`config.mk`:
```
export PLATFORM = sky130hd
export DESIGN_NAME = uolc_line_ctrl
export DESIGN_NICKNAME = d
export VERILOG_FILES = /design/src/uolc_pkg.sv /design/src/uolc_pull_mux.sv /design/src/uolc_line_ctrl.sv
export SDC_FILE = /design/constraint.sdc
export NUM_CORES = 1
export LEC_CHECK = 0
export BUFFER_PORTS_ARGS = -buffer_cell sky130_fd_sc_hd__buf_2
export CORE_MARGIN = 4
export CORE_UTILIZATION = 42
export CTS_BUF_LIST = sky130_fd_sc_hd__clkbuf_4 sky130_fd_sc_hd__clkbuf_8
export CTS_CLUSTER_SIZE = 24
export DETAILED_ROUTE_END_ITERATION = 12
export GPL_TIMING_DRIVEN = 0
export PLACE_DENSITY = 0.82
export SLEW_MARGIN = 20
export SYNTH_ARGS = -nofsm -noshare
export SYNTH_HDL_FRONTEND = slang
export SYNTH_SLANG_ARGS = --single-unit
export TNS_END_PERCENT = 30
```
`constraint.sdc`:
```
create_clock -name clk_in -period 2 [get_ports clk_in]
set_input_delay 0.5 -clock clk_in [delete_from_list [all_inputs] [get_ports clk_in]]
set_output_delay 0.5 -clock clk_in [all_outputs]
set_load 0.02 [all_outputs]
```
`src/uolc_pkg.sv`:
```
`default_nettype none
package uolc_pkg;
   // Register map
   localparam logic [7:0] REG_CTRL_OFS = 8'h00;
   localparam logic [7:0] REG_STAT_OFS = 8'h04;
   localparam logic [7:0] REG_CTRL_RST = 8'h00;
   localparam logic [31:0] UNMAPPED_RD = 32'h0000_0000;
   // Control field positions
   localparam int DPU_BIT = 7;
   localparam int DMU_BIT = 6;
   localparam int DPD_BIT = 5;
   localparam int DMD_BIT = 4;
   localparam int VON_BIT = 3;
   localparam int OWN_BIT = 2;
   localparam int CHG_BIT = 1;
   localparam int DIS_BIT = 0;
   localparam int CTRL_W = 8;
   // Bus answer latency in cycles of waitrequest high
   localparam int BUS_WAIT_CYC = 1;
   // Bus state machine
   typedef enum logic [2:0] {
      UOLC_IDLE = 3'b001,
      UOLC_ACK = 3'b010,
      UOLC_DONE = 3'b100
   } uolc_bus_e;
endpackage
`default_nettype wire

```
`src/uolc_pull_mux.sv`:
```
`default_nettype none
// Registered selection of the four data-line pull controls
module uolc_pull_mux
(
   // Clock and reset
   input wire logic clk_in,
   input wire logic srst_in,
   // Selection
   input wire logic sw_own_in,
   input wire logic [3:0] sw_pull_in,
   input wire logic [3:0] hw_pull_in,
   // Result
   output logic [3:0] pull_out
);
   // Owner picks software or controller settings
   always_ff @(posedge clk_in)
   begin
      if (srst_in)
         pull_out <= 4'h0;
      else if (sw_own_in)
         pull_out <= sw_pull_in;
      else
         pull_out <= hw_pull_in;
   end
endmodule // uolc_pull_mux
`default_nettype wire

```
`src/uolc_line_ctrl.sv`:
```
// Our own choices: the register addresses and the Avalon-MM interface to the registers.
`default_nettype none
// Functional notes
// - Bit 7 enables the D+ pull-up.
// - Bit 6 enables the D- pull-up.
// - Bit 5 enables the D+ pull-down.
// - Bit 4 enables the D- pull-down.
// - Bit 3 powers VBUS.
// - Bit 2 set: pulls follow software bits 7..4.
// - Bit 2 clear: pulls follow the USB hardware controller.
// - Bit 1 charges VBUS through a pull-up resistor.
// - Bit 0 discharges VBUS through a pull-down resistor.
// - Bits 31..8 read zero and ignore writes.
module uolc_line_ctrl
(
   // Clock and reset
   input wire logic clk_in,
   input wire logic srst_in,
   // Avalon-MM slave
   input wire logic [7:0] avs_address_in,
   input wire logic avs_read_in,
   input wire logic avs_write_in,
   input wire logic [31:0] avs_writedata_in,
   input wire logic [3:0] avs_byteenable_in,
   output logic [31:0] avs_readdata_out,
   output logic avs_waitrequest_out,
   // USB controller pull requests {dp_up, dm_up, dp_dn, dm_dn}
   input wire logic [3:0] hw_pull_in,
   // Line controls
   output logic dplus_pullup_enable_out,
   output logic dminus_pullup_enable_out,
   output logic dplus_pulldown_enable_out,
   output logic dminus_pulldown_enable_out,
   output logic vbus_power_on_out,
   output logic vbus_charge_enable_out,
   output logic vbus_discharge_enable_out
);
   logic [7:0] ctrl_ff;
   logic [7:0] nxt_ctrl;
   uolc_pkg::uolc_bus_e bus_ff;
   uolc_pkg::uolc_bus_e nxt_bus;
   logic [3:0] pull_sel;
   logic [2:0] vbus_ff;
   logic wr_hit;
   logic req;

   // Address decode
   function automatic logic is_ctrl(input logic [7:0] a);
      is_ctrl = (a == uolc_pkg::REG_CTRL_OFS);
   endfunction

   assign req = avs_read_in | avs_write_in;
   assign wr_hit = (bus_ff == uolc_pkg::UOLC_ACK) & avs_write_in & is_ctrl(avs_address_in);

   // Bus handshake: one wait cycle, then release
   always_comb
   begin
      nxt_bus = bus_ff;
      unique case (bus_ff)
         uolc_pkg::UOLC_IDLE: if (req) nxt_bus = uolc_pkg::UOLC_ACK;
         uolc_pkg::UOLC_ACK: nxt_bus = uolc_pkg::UOLC_DONE;
         uolc_pkg::UOLC_DONE: nxt_bus = uolc_pkg::UOLC_IDLE;
         default: nxt_bus = uolc_pkg::UOLC_IDLE;
      endcase
   end

   always_ff @(posedge clk_in)
   begin
      if (srst_in)
         bus_ff <= uolc_pkg::UOLC_IDLE;
      else
         bus_ff <= nxt_bus;
   end

   // Waitrequest low only in the acknowledge cycle
   always_ff @(posedge clk_in)
   begin
      if (srst_in)
         avs_waitrequest_out <= 1'b1;
      else
         avs_waitrequest_out <= ~(nxt_bus == uolc_pkg::UOLC_ACK);
   end

   // Control register write, low byte lane only
   always_comb
   begin
      nxt_ctrl = ctrl_ff;
      if (wr_hit && avs_byteenable_in[0])
         nxt_ctrl = avs_writedata_in[7:0];
   end

   always_ff @(posedge clk_in)
   begin
      if (srst_in)
         ctrl_ff <= uolc_pkg::REG_CTRL_RST;
      else
         ctrl_ff <= nxt_ctrl;
   end

   // Read data, prepared as waitrequest falls
   always_ff @(posedge clk_in)
   begin
      if (srst_in)
         avs_readdata_out <= uolc_pkg::UNMAPPED_RD;
      else if (nxt_bus == uolc_pkg::UOLC_ACK && avs_read_in)
      begin
         if (is_ctrl(avs_address_in))
            avs_readdata_out <= {24'h000000, nxt_ctrl};
         else if (avs_address_in == uolc_pkg::REG_STAT_OFS)
            avs_readdata_out <= {24'h000000, 3'h0, ctrl_ff[uolc_pkg::OWN_BIT], pull_sel};
         else
            avs_readdata_out <= uolc_pkg::UNMAPPED_RD;
      end
   end

   // Pull selection between software and controller
   uolc_pull_mux u_pull_mux
   (
      .clk_in(clk_in),
      .srst_in(srst_in),
      .sw_own_in(ctrl_ff[uolc_pkg::OWN_BIT]),
      .sw_pull_in(ctrl_ff[7:4]),
      .hw_pull_in(hw_pull_in),
      .pull_out(pull_sel)
   );

   // Pull outputs
   assign dplus_pullup_enable_out = pull_sel[3];
   assign dminus_pullup_enable_out = pull_sel[2];
   assign dplus_pulldown_enable_out = pull_sel[1];
   assign dminus_pulldown_enable_out = pull_sel[0];

   // VBUS controls, registered
   always_ff @(posedge clk_in)
   begin
      if (srst_in)
         vbus_ff <= 3'h0;
      else
         vbus_ff <= {ctrl_ff[uolc_pkg::VON_BIT], ctrl_ff[uolc_pkg::CHG_BIT], ctrl_ff[uolc_pkg::DIS_BIT]};
   end

   assign vbus_power_on_out = vbus_ff[2];
   assign vbus_charge_enable_out = vbus_ff[1];
   assign vbus_discharge_enable_out = vbus_ff[0];

   // Assertions
   property p_dpu;
      @(posedge clk_in) disable iff (srst_in)
      ctrl_ff[uolc_pkg::OWN_BIT] |=> dplus_pullup_enable_out == $past(ctrl_ff[uolc_pkg::DPU_BIT]);
   endproperty
   a_dpu: assert property (p_dpu) else $error("dp pullup mismatch");
   property p_dmu;
      @(posedge clk_in) disable iff (srst_in)
      ctrl_ff[uolc_pkg::OWN_BIT] |=> dminus_pullup_enable_out == $past(ctrl_ff[uolc_pkg::DMU_BIT]);
   endproperty
   a_dmu: assert property (p_dmu) else $error("dm pullup mismatch");
   property p_dpd;
      @(posedge clk_in) disable iff (srst_in)
      ctrl_ff[uolc_pkg::OWN_BIT] |=> dplus_pulldown_enable_out == $past(ctrl_ff[uolc_pkg::DPD_BIT]);
   endproperty
   a_dpd: assert property (p_dpd) else $error("dp pulldown mismatch");
   property p_dmd;
      @(posedge clk_in) disable iff (srst_in)
      ctrl_ff[uolc_pkg::OWN_BIT] |=> dminus_pulldown_enable_out == $past(ctrl_ff[uolc_pkg::DMD_BIT]);
   endproperty
   a_dmd: assert property (p_dmd) else $error("dm pulldown mismatch");
   property p_von;
      @(posedge clk_in) disable iff (srst_in)
      ##1 vbus_power_on_out == $past(ctrl_ff[uolc_pkg::VON_BIT]);
   endproperty
   a_von: assert property (p_von) else $error("vbus power mismatch");
   property p_hw;
      @(posedge clk_in) disable iff (srst_in)
      !ctrl_ff[uolc_pkg::OWN_BIT] |=> pull_sel == $past(hw_pull_in);
   endproperty
   a_hw: assert property (p_hw) else $error("hw pull not followed");
   property p_chg;
      @(posedge clk_in) disable iff (srst_in)
      ##1 vbus_charge_enable_out == $past(ctrl_ff[uolc_pkg::CHG_BIT]);
   endproperty
   a_chg: assert property (p_chg) else $error("vbus charge mismatch");
   property p_dis;
      @(posedge clk_in) disable iff (srst_in)
      ##1 vbus_discharge_enable_out == $past(ctrl_ff[uolc_pkg::DIS_BIT]);
   endproperty
   a_dis: assert property (p_dis) else $error("vbus discharge mismatch");
   property p_rd;
      @(posedge clk_in) disable iff (srst_in)
      (!avs_waitrequest_out && avs_read_in && is_ctrl(avs_address_in))
         |-> avs_readdata_out == {24'h000000, ctrl_ff};
   endproperty
   a_rd: assert property (p_rd) else $error("read data mismatch");
   property p_wr;
      @(posedge clk_in) disable iff (srst_in)
      (!avs_waitrequest_out && avs_write_in && is_ctrl(avs_address_in) && avs_byteenable_in[0])
         |=> ctrl_ff == $past(avs_writedata_in[7:0]);
   endproperty
   a_wr: assert property (p_wr) else $error("write not stored");
   property p_wait;
      @(posedge clk_in) disable iff (srst_in)
      $rose(req) && avs_waitrequest_out |-> ##[1:2] !avs_waitrequest_out;
   endproperty
   a_wait: assert property (p_wait) else $error("no bus answer");
   c_wr: cover property (@(posedge clk_in) disable iff (srst_in) wr_hit);
   c_sw: cover property (@(posedge clk_in) disable iff (srst_in) $rose(ctrl_ff[uolc_pkg::OWN_BIT]));
   c_rd: cover property (@(posedge clk_in) disable iff (srst_in) !avs_waitrequest_out && avs_read_in);
endmodule // uolc_line_ctrl
`default_nettype wire

```
======== Word-level counts from Yosys, hierarchy flattened ========
Cells that the tools add are included.
operators by class
  reduce and logical (&&, ||, !) cells .... 3
  muxes and demuxes ....................... 6
  bitwise operators ....................... 4
  equal/unequal tests ..................... 4
operators by type and width
  operator              count
  $mux W8               2
  $eq A8 B3 Y1 const B  1
  $logic_not A8 Y1      1
  $eq A3 B2 Y1 const B  2
  $pmux W3 S2           1
  $mux W5               1
  $mux W4               1
  $eq A3 B1 Y1 const B  1
  $mux W3               1
  $and A1 B1 Y1         2
  $logic_and A1 B1 Y1   2
  $not A1 Y1            1
  $or A1 B1 Y1          1
storage, ports and cells
  logic and storage cells ................. 23
  output and inout bits ................... 40
  input port bits ......................... 52
  register bits after elaboration ......... 51

======== Longest topological paths before layout ========
  word-level depth ........................ 6
  depth in mapped cells ................... 5
  mapped depth without buffers ............ 4

======== By module ========
Synthesis repeated with hierarchy kept, for this count alone.
unflattened totals
  cells, all modules ...................... 144
  area, all modules ....................... 1285.0 µm²
modules (own cells, without submodules)
  module          cells each  sequential area each (µm²)  area an instance (µm²)  instances
  uolc_line_ctrl  131         460.4                       1144.8                  1
  uolc_pull_mux   13          80.1                        140.1                   1

======== Worst setup path before layout ========
OpenSTA, ideal clock, no wires.
  path type ............................... input to register
  from .................................... in avs_address_in[1]
  to ...................................... reg ctrl_ff[0]
  stages on the path ...................... 4
  slack ................................... 462 ps
  setup time .............................. 128 ps
  buffers on the path ..................... 0
  required time ........................... 1872 ps
  arrival ................................. 1411 ps
  path through ............................ nor3_1 nand4_2 mux2i_1 nor2_1
on the way
  cells in the longest elaborated chain, start to end .. 4
RTL lines
  what                    line                  source
  start: declaration      uolc_line_ctrl.sv:20  input wire logic [7:0] avs_address_in,
  $logic_not A8 Y1        uolc_line_ctrl.sv:49  is_ctrl = (a == uolc_pkg::REG_CTRL_OFS);
  $and A1 B1 Y1           uolc_line_ctrl.sv:53  assign wr_hit = (bus_ff == uolc_pkg::UOLC_ACK) & avs_write_in & is_ctrl(avs_address_in);
  $logic_and A1 B1 Y1     uolc_line_ctrl.sv:88  if (wr_hit && avs_byteenable_in[0])
  $mux W8                 uolc_line_ctrl.sv:88
  end signal: assignment  uolc_line_ctrl.sv:95  ctrl_ff <= uolc_pkg::REG_CTRL_RST;
  end signal: assignment  uolc_line_ctrl.sv:97  ctrl_ff <= nxt_ctrl;
  end: declaration        uolc_line_ctrl.sv:38  logic [7:0] ctrl_ff;
No other way between the ends.
A chain may end at the register's enable or synchronous reset.

======== Final worst setup path ========
  from .................................... in avs_address_in[1]
  to ...................................... reg ctrl_ff[6]
Same word-level chain as after synthesis.

==> out/summary.txt <==
==========================================================================================
Sort of element at the end of the critical path .............................         flop
CP required .................................................................      2210 ps
Unrepaired setup endpoints after global routing .............................        false
Cell area after synthesis ...................................................    1280 um^2
FF-to-FF End ................................................................ avs_readdata_out[4]$_SDFFE_PP0P_
Die Y-Extent ................................................................      63.2 um
Most used flip-flop cell after synthesis ....................................      dfxtp_1
Worst Path Class, Setup .....................................................       in2reg
Synth Warn # ................................................................            0
I/O pin count ...............................................................           92
Site row count ..............................................................           19
Buffers from clock root to sink, at most ....................................            2
Power share of the sequential group .........................................        0.576
Share of layout cells above drive strength 1 ................................        0.377
Post-DR vias/cell ...........................................................         4.57
First-pass GRT wire length ..................................................      4.54 mm
Switching share of total power ..............................................        0.279
Post-DRT Antenna Nets .......................................................            0
Vias in the first global route ..............................................         1004
Instance count of the mapped netlist ........................................          132
Rel. slew slack .............................................................        0.608
Worst-Skew Late Latency .....................................................       330 ps
Slew @ Worst Pin ............................................................       588 ps
Count of flip-flops with a built-in enable after synthesis ..................            0
Post-route cell area ........................................................    1630 um^2
CTS HTree Levels ............................................................            1
Inserted Clock Buffers ......................................................            3
Die span in x ...............................................................      63.2 um
Die Outline Area ............................................................    3990 um^2
Post_cts resized ............................................................            0
Proportion of netlist area held by the largest area contributor .............        0.423
Final setup fails ...........................................................            0
Leakage power figure ........................................................     0.881 nW
Post-Route Skew .............................................................      13.4 ps
Tmin final ..................................................................      1580 ps
Placer's final routability congestion estimate ..............................        0.740
Quantity of hold-fixing buffers added after cts .............................            0
Final-stage net count .......................................................          252
Via total after detailed routing ............................................         1050
Critical Path, Cell by Cell ................................................. buf_2 -> nor3_1 -> nand4_2 -> mux2i_1 -> nor2_1
Highest achievable clock rate ...............................................      632 MHz
Critical path arrival .......................................................      1800 ps
Hold path endpoint .......................................................... u_pull_mux.pull_out[2]$_SDFF_PP0_
Share of synthesized area occupied by flip-flops and latches ................        0.423
First-pass DRT Iterations ...................................................            4
Worst reg2reg setup slack ...................................................       500 ps
Count of distinct cell types in the synthesized netlist .....................           26
Switching pwr ...............................................................   0.000271 W
Reg2reg path depth ..........................................................            5
Avg WL per Cell .............................................................      11.7 um
Clock edge transition at the registers on the reported setup and hold paths .       150 ps
Detail Placement HPWL .......................................................      2.16 mm
Highest cell delay on the worst timing path .................................       440 ps
Clock Sink Count ............................................................           27
Areal power density over the cells ..........................................  594 nW/um^2
Type of the tightest min-delay check ........................................       in2reg
Post-CTS setup repair buffer count ..........................................            0
Result of the run ........................................................... complete, no violations
Area of the placeable core ..................................................    2830 um^2
Total congestion overflow after global routing ..............................            0
Tcrit/Tclk final ............................................................        0.792
CTS tree ....................................................................        built
Cell with the most instances after synthesis ................................      dfxtp_1
Global-route usage over all layers ..........................................        0.140
Synth top area cells ........................................................ dfxtp_1, mux2i_1, buf_4, nor2b_1, nor2_1
Count of routing violations after the opening detailed-route iteration ......           28
Share of flip-flops with an asynchronous set or reset after synthesis .......            0
CTS Root Buffer Type ........................................................     clkbuf_4
Crit-path slowest cell ......................................................      nand4_2
DRC violations left .........................................................            0
Largest area contributor in the synthesized netlist .........................      dfxtp_1
Number of antenna violations at the first check in global routing ...........            0
Worst voltage drop across the vdd grid ......................................     0.543 mV
Maximum number of pins on one net before global-route repair ................           17
Startpoint class of the critical path .......................................    input pin
Worst min-delay path startpoint ............................................. hw_pull_in[2]
Internal Pwr Total ..........................................................   0.000699 W
Number of violations of the max-capacitance limit ...........................            0
Total routed wirelength .....................................................      2.69 mm
Worst reg2reg startpoint .................................................... bus_ff[2]$_SDFF_PP0_
Fin. max-slew vios ..........................................................            0
Number of synthesized register bits .........................................           27
Part of the power in the clock network ......................................        0.247
Commonest cells in the synthesized netlist .................................. dfxtp_1, buf_4, mux2i_1
Ant. Diodes .................................................................            0
Relative contribution of combinational cells to total power .................        0.177
Total count of hold-check failures in the final report ......................            0
Worst hold stages ...........................................................            3
Synth Area per Inst .........................................................    9.68 um^2
Number of port buffers ......................................................           40
Largest fanout on the critical path .........................................            8
Area after DPL ..............................................................    1600 um^2
Area growth from synthesis to final layout ..................................        27.8%
Total negative setup slack ..................................................         0 ps
Effective utilization at floorplan ..........................................        0.452
==========================================================================================
routing by layer:
layer,up-vias,global-route usage,wire [um]
met5,-,0,0
met4,0,0.0579,42
met1,454,0.183,1160
met3,5,0.0302,263
li1,538,-,-
met2,53,0.223,1220
cell usage in the layout, fill, tap and decap left out:
cell type | synthesis | routed
a21oi_1 | 1 | 1
mux2i_1 | 19 | 19
inv_1 | 1 | 1
nor4b_1 | 2 | 2
nand3_1 | 2 | 2
and4b_1 | 1 | 1
nand4b_1 | 1 | 1
and3_2 | 1 | 1
a31oi_1 | 5 | 5
buf_4 | 24 | 24
nand4_2 | 1 | 1
and4bb_2 | 2 | 2
conb_1 | 1 | 24
nor3_1 | 1 | 1
dfxtp_1 | 27 | 27
o21a_1 | 1 | 1
or3_1 | 1 | 1
nand2_1 | 3 | 3
o21ai_1 | 4 | 4
nor2b_1 | 9 | 9
nor4_4 | 1 | 1
o22ai_1 | 3 | 3
nor3b_1 | 1 | 1
clkbuf_1 | 4 | 4
buf_2 | 2 | 42
clkinvlp_4 | 0 | 1
clkbuf_4 | 0 | 3
nor2_1 | 14 | 14
metrics by stage:
stage | std cells | total power (W) | setup slack (ps) | util | hold WS, ps
global route | 230 | 0.00102 | 323 | 0.577 | 380
detailed placement | 226 | 0.000740 | 72.1 | 0.567 | 443
CTS | 230 | 0.000977 | 431 | 0.577 | 385
global placement | 226 | 0.000738 | 102 | 0.567 | 436
floorplan | 155 | 0.000692 | 462 | - | 444
finish | 230 | 0.000970 | 417 | 0.577 | 391
logic make-up (layout without fill, tap and decap cells):
family,count (synthesis),count (layout),synth area share
mux,19,19,0.149
simple gates,40,40,0.197
flops,27,27,0.423
compound gates,14,14,0.0646
other cells,1,24,0.00294
buf+inv,31,75,0.164
area by class of cell:
type / count / area [um^2]
Timing Repair Buffer: 40 / 200
Fill cell: 267 / 1200
Inverter: 1 / 3.75
Buffer: 30 / 205
Clock inverter: 1 / 7.51
Multi-Input combinational cell: 97 / 614
Clock buffer: 3 / 22.5
Tap cell: 31 / 38.8
Sequential cell: 27 / 541
worst max path at each step:
| stage | from | endpoint | slack, ps |
|---|---|---|---|
| floorplan | avs_address_in[1] | ctrl_ff[0]$_SDFF_PP0_ | 460 |
| global placement | avs_address_in[1] | ctrl_ff[0]$_SDFF_PP0_ | 100 |
| detailed placement | avs_address_in[1] | ctrl_ff[6]$_SDFF_PP0_ | 70 |
| CTS | avs_address_in[1] | ctrl_ff[6]$_SDFF_PP0_ | 430 |
| global route | avs_address_in[1] | ctrl_ff[6]$_SDFF_PP0_ | 320 |
| finish | avs_address_in[1] | ctrl_ff[6]$_SDFF_PP0_ | 420 |
power groups by stage:
stage / combinational (W) / clock (W) / sequential, W
2_1_floorplan: 0.000114 / 0 / 0.000577
3_3_place_gp: 0.000168 / 0 / 0.000570
3_5_place_dp: 0.000169 / 0 / 0.000571
4_1_cts: 0.000170 / 0.000248 / 0.000559
5_1_grt: 0.000186 / 0.000276 / 0.000561
6_report: 0.000172 / 0.000240 / 0.000559
worst max-delay path, delay by kind of cell:
family / cells / cell delay, ps
AND/OR/NAND/NOR: 3 / 910
multiplexers: 1 / 290
buffers and inverters: 1 / 100
registers in the layout, summed over array words and instances (netlist names):
name	cells
avs_waitrequest_out	1
ctrl_ff	8
vbus_ff	3
u_pull_mux.pull_out	4
avs_readdata_out	8
bus_ff	3
Note: power is estimated with default switching activity, not from simulation.
